`config.mk`:
```
export PLATFORM = sky130hd
export DESIGN_NAME = mfe_front_end
export DESIGN_NICKNAME = d
export VERILOG_FILES = /design/src/shared/mfe_pkg.sv /design/src/rtl/mfe_front_end.sv /design/src/rtl/mfe_inv_scan.sv
export VERILOG_INCLUDE_DIRS = /design/src /design/src/shared
export SDC_FILE = /design/constraint.sdc
export NUM_CORES = 2
export LEC_CHECK = 0
export BUFFER_PORTS_ARGS = -buffer_cell sky130_fd_sc_hd__buf_2
export CAP_MARGIN = 10
export CORE_ASPECT_RATIO = 1.25
export CORE_MARGIN = 1
export CORE_UTILIZATION = 28
export CTS_BUF_LIST = sky130_fd_sc_hd__clkbuf_4 sky130_fd_sc_hd__clkbuf_8 sky130_fd_sc_hd__clkbuf_16
export DETAILED_ROUTE_END_ITERATION = 8
export PLACE_DENSITY_LB_ADDON = 0.2
export SLEW_MARGIN = 15
export SYNTH_ARGS = -nofsm -noshare
export SYNTH_HDL_FRONTEND = slang
export SYNTH_HIERARCHICAL = 1
export SYNTH_SLANG_ARGS = --single-unit
```
`constraint.sdc`:
```
create_clock -name ref_clk -period 3.8 [get_ports ref_clk]
set_input_delay 0.76 -clock ref_clk [delete_from_list [all_inputs] [get_ports ref_clk]]
set_output_delay 0.76 -clock ref_clk [all_outputs]
set_load 0.01 [all_outputs]
```
`src/shared/mfe_consts.svh`:
```
`ifndef MFE_CONSTS_SVH
`define MFE_CONSTS_SVH
// Functional notes
// - never talk to the dispatcher; hand descriptor pointer of a ready thread to spawner
// - inverse-scan and decode modes take one dword per transfer, routed to active stage
// - pass-through mode pushes indirect data a full row per beat, inline a dword
// - descriptor pointer and handle go to spawner only after full payload write
// - constant-buffer handle from the streamer goes to the spawner unchanged
// - scratch configuration from state goes out with every descriptor pointer
// - state variables are latched only when the first primitive command arrives
// - every state change allocates the root-thread handles from the handle manager; the code allocates only on a change seen while idle
// - handles sit in a circular buffer, taken in order, released in any order
// - each root thread uses exactly one handle, forwarded to the spawner
// - the handle holds the payload first, later the root thread return space
// - a handle is freed only on the spawner release, then reusable
// - pass-through makes one thread per command, streaming inline and indirect payload
// - descriptor pointer is base plus offset times fixed descriptor size
// - spawner is told to start only after the thread data is written
// - inverse-scan mode makes one thread per macroblock command
// - coefficients placed by (x,y) in a zeroed 8x8 block, then block written
// - uncoded blocks omitted, coded packed, size derived from coded block pattern
// - inverse-scan inline data goes straight to the buffer, indirect through scan logic
// - one mode set by the state, changed only by a state change
`define MFE_REG_CTRL 4'h0
`define MFE_REG_STAT 4'h4
`define MFE_REG_THRD 4'h8
`define MFE_CTRL_EN 0
`define MFE_CTRL_RST 32'h0000_0001
`define MFE_DESC_SHIFT 5
`define MFE_ROW_DW 3'h7
`define MFE_BLK_ROWS 4
`define MFE_EOB_BIT 31
`define MFE_X_LSB 16
`define MFE_Y_LSB 19
`endif

```
`src/shared/mfe_pkg.sv`:
```
package mfe_pkg;
  typedef enum logic [1:0] {MODE_GENERIC, MODE_INV_SCAN, MODE_VLD} mfe_mode_t;
  typedef enum logic [2:0] {ST_IDLE, ST_ALLOC, ST_INLINE, ST_INDIRECT, ST_DRAIN,
    ST_SPAWN} mfe_state_t;
endpackage : mfe_pkg

```
`src/rtl/mfe_front_end.sv`:
```
`timescale 1ns/1ns
`include "mfe_consts.svh"
module mfe_front_end #(
  parameter int HW = 8,
  parameter int HDEPTH = 8
) (
  input wire logic ref_clk,
  input wire logic rst_b,
  input wire logic [3:0] regAddr,
  input wire logic [31:0] regWrData,
  input wire logic regWr,
  input wire logic regRd,
  output logic [31:0] regRdData,
  input wire logic stStateChange,
  input wire mfe_pkg::mfe_mode_t stMode,
  input wire logic [31:0] stDescBase,
  input wire logic [31:0] stScratchBase,
  input wire logic [3:0] stScratchCfg,
  output logic hmAllocReq,
  input wire logic hmAllocVld,
  input wire logic [HW-1:0] hmAllocHandle,
  input wire logic cmdStart,
  input wire logic [5:0] cmdDescOffset,
  input wire logic [7:0] cmdInlineDw,
  input wire logic [7:0] cmdIndirectCnt,
  input wire logic [5:0] cmdCbp,
  input wire logic [HW-1:0] cmdConstHandle,
  output logic cmdReady,
  input wire logic cmdDataVld,
  input wire logic [31:0] cmdData,
  input wire logic [255:0] cmdWideData,
  output logic cmdDataRdy,
  output logic urbWrEn,
  output logic [HW-1:0] urbHandle,
  output logic [7:0] urbRow,
  output logic [255:0] urbData,
  output logic vldDataVld,
  output logic [31:0] vldData,
  output logic tsSpawn,
  output logic [31:0] tsDescPtr,
  output logic [HW-1:0] tsHandle,
  output logic [HW-1:0] tsConstHandle,
  output logic [31:0] tsScratchBase,
  output logic [3:0] tsScratchCfg,
  output logic [7:0] tsMsgRows,
  input wire logic tsRelease,
  input wire logic [HW-1:0] tsRelHandle
);
  import mfe_pkg::*;
  localparam int HIW = $clog2(HDEPTH);

  function automatic logic [3:0] ones8(input logic [7:0] v);
    logic [3:0] n;
    n = 4'h0;
    for (int i = 0; i < 8; i++) begin
      n = n + 4'(v[i]);
    end
    return n;
  endfunction : ones8

  // rows of 8 dwords; uncoded blocks add nothing
  function automatic logic [7:0] msgRows(input mfe_mode_t m, input logic [7:0] inl,
    input logic [7:0] ind, input logic [5:0] cbp);
    logic [7:0] r;
    r = 8'((9'(inl) + 9'h007) >> 3);
    case (m)
      MODE_GENERIC: r = r + ind;
      MODE_INV_SCAN: r = r + {2'h0, ones8({2'h0, cbp}), 2'h0};
      default: r = r;
    endcase
    return r;
  endfunction : msgRows

  mfe_state_t fsm_q, fsm_d;
  mfe_mode_t mode_q;
  logic stLatched_q;
  logic [31:0] descBase_q, scratchBase_q, ctrl_q, thrdCnt_q;
  logic [3:0] scratchCfg_q;
  logic [HW-1:0] hBuf_q [HDEPTH];
  logic [HDEPTH-1:0] hFree_q;
  logic [HIW-1:0] head_q, fillIdx_q;
  logic [5:0] descOfs_q, cbp_q;
  logic [7:0] inlineDw_q, indCnt_q, inlineLeft_q, indLeft_q, wrRow_q;
  logic [HW-1:0] curHandle_q, constHandle_q;
  logic [255:0] rowBuf_q, rowNext;
  logic [2:0] dwIdx_q;
  logic cmdTake, dataTake, inlineLast, indLast, eobTake, rowFull;
  logic isCoefVld, isBusy, isRowVld;
  logic [255:0] isRowData;

  // ****************************************
  // command and data handshake
  // ****************************************
  assign cmdTake = cmdStart && cmdReady;
  assign dataTake = cmdDataVld && cmdDataRdy;
  assign inlineLast = dataTake && fsm_q == ST_INLINE && inlineLeft_q == 8'h01;
  assign indLast = dataTake && fsm_q == ST_INDIRECT && indLeft_q == 8'h01;
  assign eobTake = dataTake && fsm_q == ST_INDIRECT && mode_q == MODE_INV_SCAN &&
    cmdData[`MFE_EOB_BIT];
  assign isCoefVld = dataTake && fsm_q == ST_INDIRECT && mode_q == MODE_INV_SCAN;
  assign rowFull = dwIdx_q == `MFE_ROW_DW;

  always_comb begin
    rowNext = rowBuf_q;
    rowNext[32*dwIdx_q +: 32] = cmdData;
  end

  always_comb begin
    fsm_d = fsm_q;
    case (fsm_q)
      ST_IDLE: begin
        if (stStateChange) begin
          fsm_d = ST_ALLOC;
        end else if (cmdTake) begin
          fsm_d = cmdInlineDw != 8'h00 ? ST_INLINE :
            cmdIndirectCnt != 8'h00 ? ST_INDIRECT : ST_SPAWN;
        end
      end
      ST_ALLOC: begin
        if (hmAllocVld && fillIdx_q == HIW'(HDEPTH - 1)) begin
          fsm_d = ST_IDLE;
        end
      end
      ST_INLINE: begin
        if (inlineLast) begin
          fsm_d = indLeft_q != 8'h00 ? ST_INDIRECT : ST_SPAWN;
        end
      end
      ST_INDIRECT: begin
        if (indLast) begin
          fsm_d = mode_q == MODE_INV_SCAN ? ST_DRAIN : ST_SPAWN;
        end
      end
      ST_DRAIN: begin
        // last block rows must land before the spawn
        if (!isBusy) begin
          fsm_d = ST_SPAWN;
        end
      end
      ST_SPAWN: fsm_d = ST_IDLE;
      default: fsm_d = ST_IDLE;
    endcase
  end

  always_ff @(posedge ref_clk or negedge rst_b) begin
    if (!rst_b) begin
      fsm_q <= ST_IDLE;
    end else begin
      fsm_q <= fsm_d;
    end
  end

  // ready is registered from the next state, so it drops right after the last transfer
  always_ff @(posedge ref_clk or negedge rst_b) begin
    if (!rst_b) begin
      cmdReady <= 1'b0;
      cmdDataRdy <= 1'b0;
      hmAllocReq <= 1'b0;
    end else begin
      cmdReady <= ctrl_q[`MFE_CTRL_EN] && fsm_d == ST_IDLE && !cmdTake &&
        !stStateChange && hFree_q[head_q];
      cmdDataRdy <= (fsm_d == ST_INLINE) ||
        (fsm_d == ST_INDIRECT && !eobTake && !isBusy);
      hmAllocReq <= fsm_d == ST_ALLOC && !(hmAllocVld && fsm_q == ST_ALLOC &&
        fillIdx_q == HIW'(HDEPTH - 2));
    end
  end

  // ****************************************
  // state capture at first primitive
  // ****************************************
  always_ff @(posedge ref_clk or negedge rst_b) begin
    if (!rst_b) begin
      stLatched_q <= 1'b0;
      mode_q <= MODE_GENERIC;
      descBase_q <= 32'h0000_0000;
      scratchBase_q <= 32'h0000_0000;
      scratchCfg_q <= 4'h0;
    end else if (stStateChange) begin
      stLatched_q <= 1'b0;
    end else if (cmdTake && !stLatched_q) begin
      stLatched_q <= 1'b1;
      mode_q <= stMode;
      descBase_q <= stDescBase;
      scratchBase_q <= stScratchBase;
      scratchCfg_q <= stScratchCfg;
    end
  end

  // ****************************************
  // handle ring
  // ****************************************
  always_ff @(posedge ref_clk or negedge rst_b) begin
    if (!rst_b) begin
      hFree_q <= '0;
      head_q <= '0;
      fillIdx_q <= '0;
      curHandle_q <= '0;
      for (int i = 0; i < HDEPTH; i++) begin
        hBuf_q[i] <= '0;
      end
    end else if (fsm_q == ST_IDLE && stStateChange) begin
      hFree_q <= '0;
      head_q <= '0;
      fillIdx_q <= '0;
    end else begin
      if (fsm_q == ST_ALLOC && hmAllocVld) begin
        hBuf_q[fillIdx_q] <= hmAllocHandle;
        hFree_q[fillIdx_q] <= 1'b1;
        fillIdx_q <= fillIdx_q + 1'b1;
      end
      if (cmdTake) begin
        curHandle_q <= hBuf_q[head_q];
        hFree_q[head_q] <= 1'b0;
        head_q <= head_q + 1'b1;
      end
      for (int i = 0; i < HDEPTH; i++) begin
        if (tsRelease && !hFree_q[i] && hBuf_q[i] == tsRelHandle) begin
          hFree_q[i] <= 1'b1;
        end
      end
    end
  end

  // ****************************************
  // per-command counters
  // ****************************************
  always_ff @(posedge ref_clk or negedge rst_b) begin
    if (!rst_b) begin
      descOfs_q <= 6'h00;
      cbp_q <= 6'h00;
      inlineDw_q <= 8'h00;
      indCnt_q <= 8'h00;
      inlineLeft_q <= 8'h00;
      indLeft_q <= 8'h00;
      constHandle_q <= '0;
    end else if (cmdTake) begin
      descOfs_q <= cmdDescOffset;
      cbp_q <= cmdCbp;
      inlineDw_q <= cmdInlineDw;
      indCnt_q <= cmdIndirectCnt;
      inlineLeft_q <= cmdInlineDw;
      indLeft_q <= cmdIndirectCnt;
      constHandle_q <= cmdConstHandle;
    end else if (dataTake) begin
      if (fsm_q == ST_INLINE) begin
        inlineLeft_q <= inlineLeft_q - 8'h01;
      end else begin
        indLeft_q <= indLeft_q - 8'h01;
      end
    end
  end

  // ****************************************
  // payload into the return buffer
  // ****************************************
  mfe_inv_scan u_scan (
    .ref_clk(ref_clk),
    .rst_b(rst_b),
    .coefVld(isCoefVld),
    .coefData(cmdData),
    .busy(isBusy),
    .rowVld(isRowVld),
    .rowData(isRowData)
  );

  always_ff @(posedge ref_clk or negedge rst_b) begin
    if (!rst_b) begin
      rowBuf_q <= '0;
      dwIdx_q <= 3'h0;
    end else if (cmdTake) begin
      rowBuf_q <= '0;
      dwIdx_q <= 3'h0;
    end else if (dataTake && fsm_q == ST_INLINE) begin
      rowBuf_q <= (rowFull || inlineLast) ? '0 : rowNext;
      dwIdx_q <= inlineLast ? 3'h0 : dwIdx_q + 3'h1;
    end
  end

  // inline moves a dword a beat, pass-through indirect a whole row a beat
  always_ff @(posedge ref_clk or negedge rst_b) begin
    if (!rst_b) begin
      urbWrEn <= 1'b0;
      urbData <= '0;
      urbRow <= 8'h00;
      urbHandle <= '0;
      wrRow_q <= 8'h00;
    end else begin
      urbWrEn <= 1'b0;
      urbHandle <= curHandle_q;
      if (cmdTake) begin
        wrRow_q <= 8'h00;
      end
      if (dataTake && fsm_q == ST_INLINE && (rowFull || inlineLast)) begin
        urbWrEn <= 1'b1;
        urbData <= rowNext;
        urbRow <= wrRow_q;
        wrRow_q <= wrRow_q + 8'h01;
      end else if (dataTake && fsm_q == ST_INDIRECT && mode_q == MODE_GENERIC) begin
        urbWrEn <= 1'b1;
        urbData <= cmdWideData;
        urbRow <= wrRow_q;
        wrRow_q <= wrRow_q + 8'h01;
      end else if (isRowVld) begin
        urbWrEn <= 1'b1;
        urbData <= isRowData;
        urbRow <= wrRow_q;
        wrRow_q <= wrRow_q + 8'h01;
      end
    end
  end

  always_ff @(posedge ref_clk or negedge rst_b) begin
    if (!rst_b) begin
      vldDataVld <= 1'b0;
      vldData <= 32'h0000_0000;
    end else begin
      vldDataVld <= dataTake && fsm_q == ST_INDIRECT && mode_q == MODE_VLD;
      vldData <= cmdData;
    end
  end

  // ****************************************
  // spawner hand-off
  // ****************************************
  always_ff @(posedge ref_clk or negedge rst_b) begin
    if (!rst_b) begin
      tsSpawn <= 1'b0;
      tsDescPtr <= 32'h0000_0000;
      tsHandle <= '0;
      tsConstHandle <= '0;
      tsScratchBase <= 32'h0000_0000;
      tsScratchCfg <= 4'h0;
      tsMsgRows <= 8'h00;
    end else begin
      tsSpawn <= fsm_q == ST_SPAWN;
      if (fsm_q == ST_SPAWN) begin
        tsDescPtr <= descBase_q + (32'(descOfs_q) << `MFE_DESC_SHIFT);
        tsHandle <= curHandle_q;
        tsConstHandle <= constHandle_q;
        tsScratchBase <= scratchBase_q;
        tsScratchCfg <= scratchCfg_q;
        tsMsgRows <= msgRows(mode_q, inlineDw_q, indCnt_q, cbp_q);
      end
    end
  end

  // ****************************************
  // software port
  // ****************************************
  always_ff @(posedge ref_clk or negedge rst_b) begin
    if (!rst_b) begin
      ctrl_q <= `MFE_CTRL_RST;
      thrdCnt_q <= 32'h0000_0000;
      regRdData <= 32'h0000_0000;
    end else begin
      if (regWr && regAddr == `MFE_REG_CTRL) begin
        ctrl_q <= {31'h0, regWrData[`MFE_CTRL_EN]};
      end
      if (fsm_q == ST_SPAWN) begin
        thrdCnt_q <= thrdCnt_q + 32'h0000_0001;
      end
      regRdData <= 32'h0000_0000;
      if (regRd) begin
        case (regAddr)
          `MFE_REG_CTRL: regRdData <= ctrl_q;
          `MFE_REG_STAT: regRdData <= {17'h0, 4'(head_q), ones8(8'(hFree_q)), 1'b0,
            fsm_q, mode_q, stLatched_q};
          `MFE_REG_THRD: regRdData <= thrdCnt_q;
          default: regRdData <= 32'h0000_0000;
        endcase
      end
    end
  end
endmodule : mfe_front_end

```
`src/rtl/mfe_inv_scan.sv`:
```
`timescale 1ns/1ns
`include "mfe_consts.svh"
module mfe_inv_scan (
  input wire logic ref_clk,
  input wire logic rst_b,
  input wire logic coefVld,
  input wire logic [31:0] coefData,
  output logic busy,
  output logic rowVld,
  output logic [255:0] rowData
);
  import mfe_pkg::*;
  logic [15:0] coef_q [64];
  logic [1:0] rowIdx_q;
  logic busy_q;
  logic [5:0] pos;

  assign pos = {coefData[`MFE_Y_LSB +: 3], coefData[`MFE_X_LSB +: 3]};
  assign busy = busy_q;
  assign rowVld = busy_q;

  // ****************************************
  // block storage, zeroed after each flush
  // ****************************************
  always_ff @(posedge ref_clk or negedge rst_b) begin
    if (!rst_b) begin
      for (int i = 0; i < 64; i++) begin
        coef_q[i] <= 16'h0000;
      end
    end else if (busy_q && rowIdx_q == 2'(`MFE_BLK_ROWS - 1)) begin
      for (int i = 0; i < 64; i++) begin
        coef_q[i] <= 16'h0000;
      end
    end else if (coefVld) begin
      coef_q[pos] <= coefData[15:0];
    end
  end

  always_ff @(posedge ref_clk or negedge rst_b) begin
    if (!rst_b) begin
      busy_q <= 1'b0;
      rowIdx_q <= 2'h0;
    end else if (busy_q) begin
      rowIdx_q <= rowIdx_q + 2'h1;
      busy_q <= rowIdx_q != 2'(`MFE_BLK_ROWS - 1);
    end else if (coefVld && coefData[`MFE_EOB_BIT]) begin
      busy_q <= 1'b1;
      rowIdx_q <= 2'h0;
    end
  end

  // two block rows per buffer row
  for (genvar k = 0; k < 16; k++) begin : g_row
    assign rowData[16*k +: 16] = coef_q[{rowIdx_q, 4'(k)}];
  end
endmodule : mfe_inv_scan

```
==> results.toml <==
[status]
status = "completed"

[worst_setup_path]
critical_path_class = "register to register"
reg2reg_to = "rowBuf_q[163]$_DFFE_PN0P_"
crit_arrival_ns = 4.20
r2r_start = "fsm_q[1]$_DFF_PN0_"
crit_path_start_kind = "register"
endpoint = "rowBuf_q[163]$_DFFE_PN0P_"
rrSetupSlack_ns = 0.38
required_ns = 4.58
crit_start = "fsm_q[1]$_DFF_PN0_"
critPathCaptureType = "register"
worstPathMaxFanout = 156
reg2reg_depth = 6

[yosys]
async_flop_share_pct = 100
synth_edf_count = 0
synth.avg_cell_area_sq_um = 11.2
synth.distinct_cells = 78
synth_cells = 8383
yosysSeqAreaShare_pct = 52.6
ys_seq_elements = 1973
syn-num-nets = 8886
synth_area_sq_mm = 0.0939
synthFlopType = "dfrtp_1"
yosysWarnings = 6

[power]
p_leak_nw = 59.2
power_density_mw_per_mm2 = 461
p_sw_share_pct = 27.3
power_frac_comb_pct = 11.9
p_int_mw = 37.6
peakVddDrop_mv = 0.412
switchingPower_mw = 14.1
seqPwrFrac_pct = 44.1
pwr-share-clk_pct = 44.0

[route]
ant_nets = 0
vias = 67700
drc = 0
drt-initial-drc-count = 4796
dr.pass1.iters = 5
wirelength_mm = 372
via_per_inst = 4.91
wl_per_cell_um = 27.0

[timing]
drv_slew = 0
setup_violations = 0
setup_tns_ns = 0
worst_pin_slew_ns = 1.34
fin_crit_ns = 3.42
final.setup.worst_slack_ns = 0.385
relSlewSlack_pct = 11.0
finalClockSkew_ns = 0.0959
hold_viol_final = 0
fmax_ghz = 0.293
rsz0062_at_grt = "no"
period_share_pct = 89.9

[die]
coreArea_sq_mm = 0.334
rows = 237
die_w_um = 520
die_area_sq_mm = 0.338
pin_count = 889
initial_core_util_pct = 28.1
die_h_um = 649

[finish]
regArea_sq_mm = 0.0494
fin_area_sq_mm = 0.112
drive_gt1_share_pct = 25.2
fill_cells = 33500
final_nets = 9624
multi_input_area_sq_mm = 0.0417
final_cell_mix = "nand2_1, dfrtp_1, mux2i_1"
area_growth_pct = 19.6
instances_no_fill = 13800
final_common_cell = "nand2_1"

[grt]
antenna_found_initial = 95
grt_start_max_net_pins = 157
overflow = 0
grtUsageTotal_pct = 21.7
grt_pass1_wl_mm = 529
first_global_vias = 70100

[clock_network]
htreeDepth = 4
cts.sinks = 1973
cts-resized-gates = 0
clkLatencyLatePin_ns = 0.96
clockBufferDepth = 4
cts_tree = "yes"
post_cts_buffers = 0
ctsRootBufferMaster = "clkbuf_16"
numCtsBuffers = 224
clkTransAtPathRegs_ns = 0.06

[worst_hold_path]
min_from = "cmdConstHandle[7]"
hold_class = "primary input to register"

[place]
gp_congestion = 0.849
dpl.hpwl_mm = 258
portBuffers = 857
dp_cells = 13300
dpl_cell_area_sq_mm = 0.104
place_ws_ns = 0.353

[run]
drv_cap = 0
## synth_stat cells, drive strengths merged, types with 37 or more instances
master	instances	area [sq um]
nor2	168	641
a31oi	61	382
mux2i	1297	13000
a21oi	219	1100
o21ai	594	2970
nand2	2055	7770
clkbuf	397	1490
xnor2	79	692
and3	127	795
mux2	391	4400
nand3	42	245
inv	39	146
nand4	37	257
buf	278	1450
mux4	272	6130
xor2	66	578
dfrtp	1972	49300
ha	38	475
nor2b	72	450
## sequential cells by signal, indices dropped and copies added (netlist names), 32 cells and up
name           cells
tsDescPtr         32
rowBuf_q         256
u_scan/coef_q   1024
tsScratchBase     32
regRdData         32
descBase_q        32
thrdCnt_q         32
scratchBase_q     32
vldData           32
urbData          256
hBuf_q            64
## kinds of logic (layout without fill, tap and decap cells)
family                   count (synthesis)  in the layout  synth area share (%)
AO/OA/AOI/OAI                          942            942                  5.31
XOR/XNOR                               145            145                  1.35
adder cells (fa/ha/maj)                 48             48                 0.720
buffers and inverters                  714           1623                  3.28
flip-flops                            1973           1973                  52.6
multiplexers                          1960           1960                  25.0
other                                    0             66                     0
AND/OR/NAND/NOR                       2601           2601                  11.7
## layer usage
layer / vias up / GRT usage, % / wire length, um
li1: 30500 / - / -
met1: 34900 / 26.6 / 150000
met2: 1794 / 37.3 / 184000
met3: 488 / 3.71 / 19800
met4: 24 / 9.57 / 18100
met5: - / 0 / 167
## power by group through the flow
| stage | clock [mW] | combinational [mW] | sequential [mW] |
|---|---|---|---|
| after global routing | 24.1 | 6.72 | 22.9 |
| final | 22.8 | 6.18 | 22.8 |
| after CTS | 23.4 | 6.30 | 22.8 |
| after detailed placement | 0 | 6.27 | 23.2 |
| after global placement | 0 | 6.23 | 23.1 |
| after floorplan | 0 | 3.44 | 22.9 |
## layout make-up
type                            instances  share of cell area [%]
Antenna cell                           66                   0.147
Inverter                               39                   0.130
Sequential cell                      1973                    44.0
Timing Repair Buffer                 1187                    6.88
Clock inverter                         73                   0.821
Tap cell                             4421                    4.93
Multi-Input combinational cell       5696                    37.1
Clock buffer                          324                    5.99
## through the flow
stage	total power [mW]	utilization (%)	hold WS (ns)
2_1_floorplan	26.3	-	0.374
3_3_place_gp	29.4	31.3	0.402
3_5_place_dp	29.5	31.3	0.403
4_1_cts	52.5	33.6	0.000702
5_1_grt	53.8	33.6	0.0411
6_report	51.7	33.7	0.0865
## critical path, stage by stage (launching register included)
cell	delay, ns
dfrtp_1	0.62
and4b_1	0.34
nand2_1	0.36
nor2_1	0.85
nand2_4	0.14
buf_12	0.28
o21ai_0	0.39
## what timing repair did
| action | CTS | global route |
|---|---|---|
| endpoints found under the hold margin | 65 | 0 |
| setup endpoints to repair | 0 | 0 |
| hold buffers | 8 | 0 |
## worst min path at each step
stage          cells after the start                      endpoint
6_report                           3  constHandle_q[7]$_DFFE_PN0N_
5_1_grt                            2  scratchBase_q[1]$_DFFE_PN0P_
4_1_cts                            2  scratchBase_q[1]$_DFFE_PN0P_
3_5_place_dp                       0        urbHandle[5]$_DFF_PN0_
3_3_place_gp                       0        urbHandle[0]$_DFF_PN0_
2_1_floorplan                      0        urbHandle[0]$_DFF_PN0_
Power figures use the tool's default switching activity.
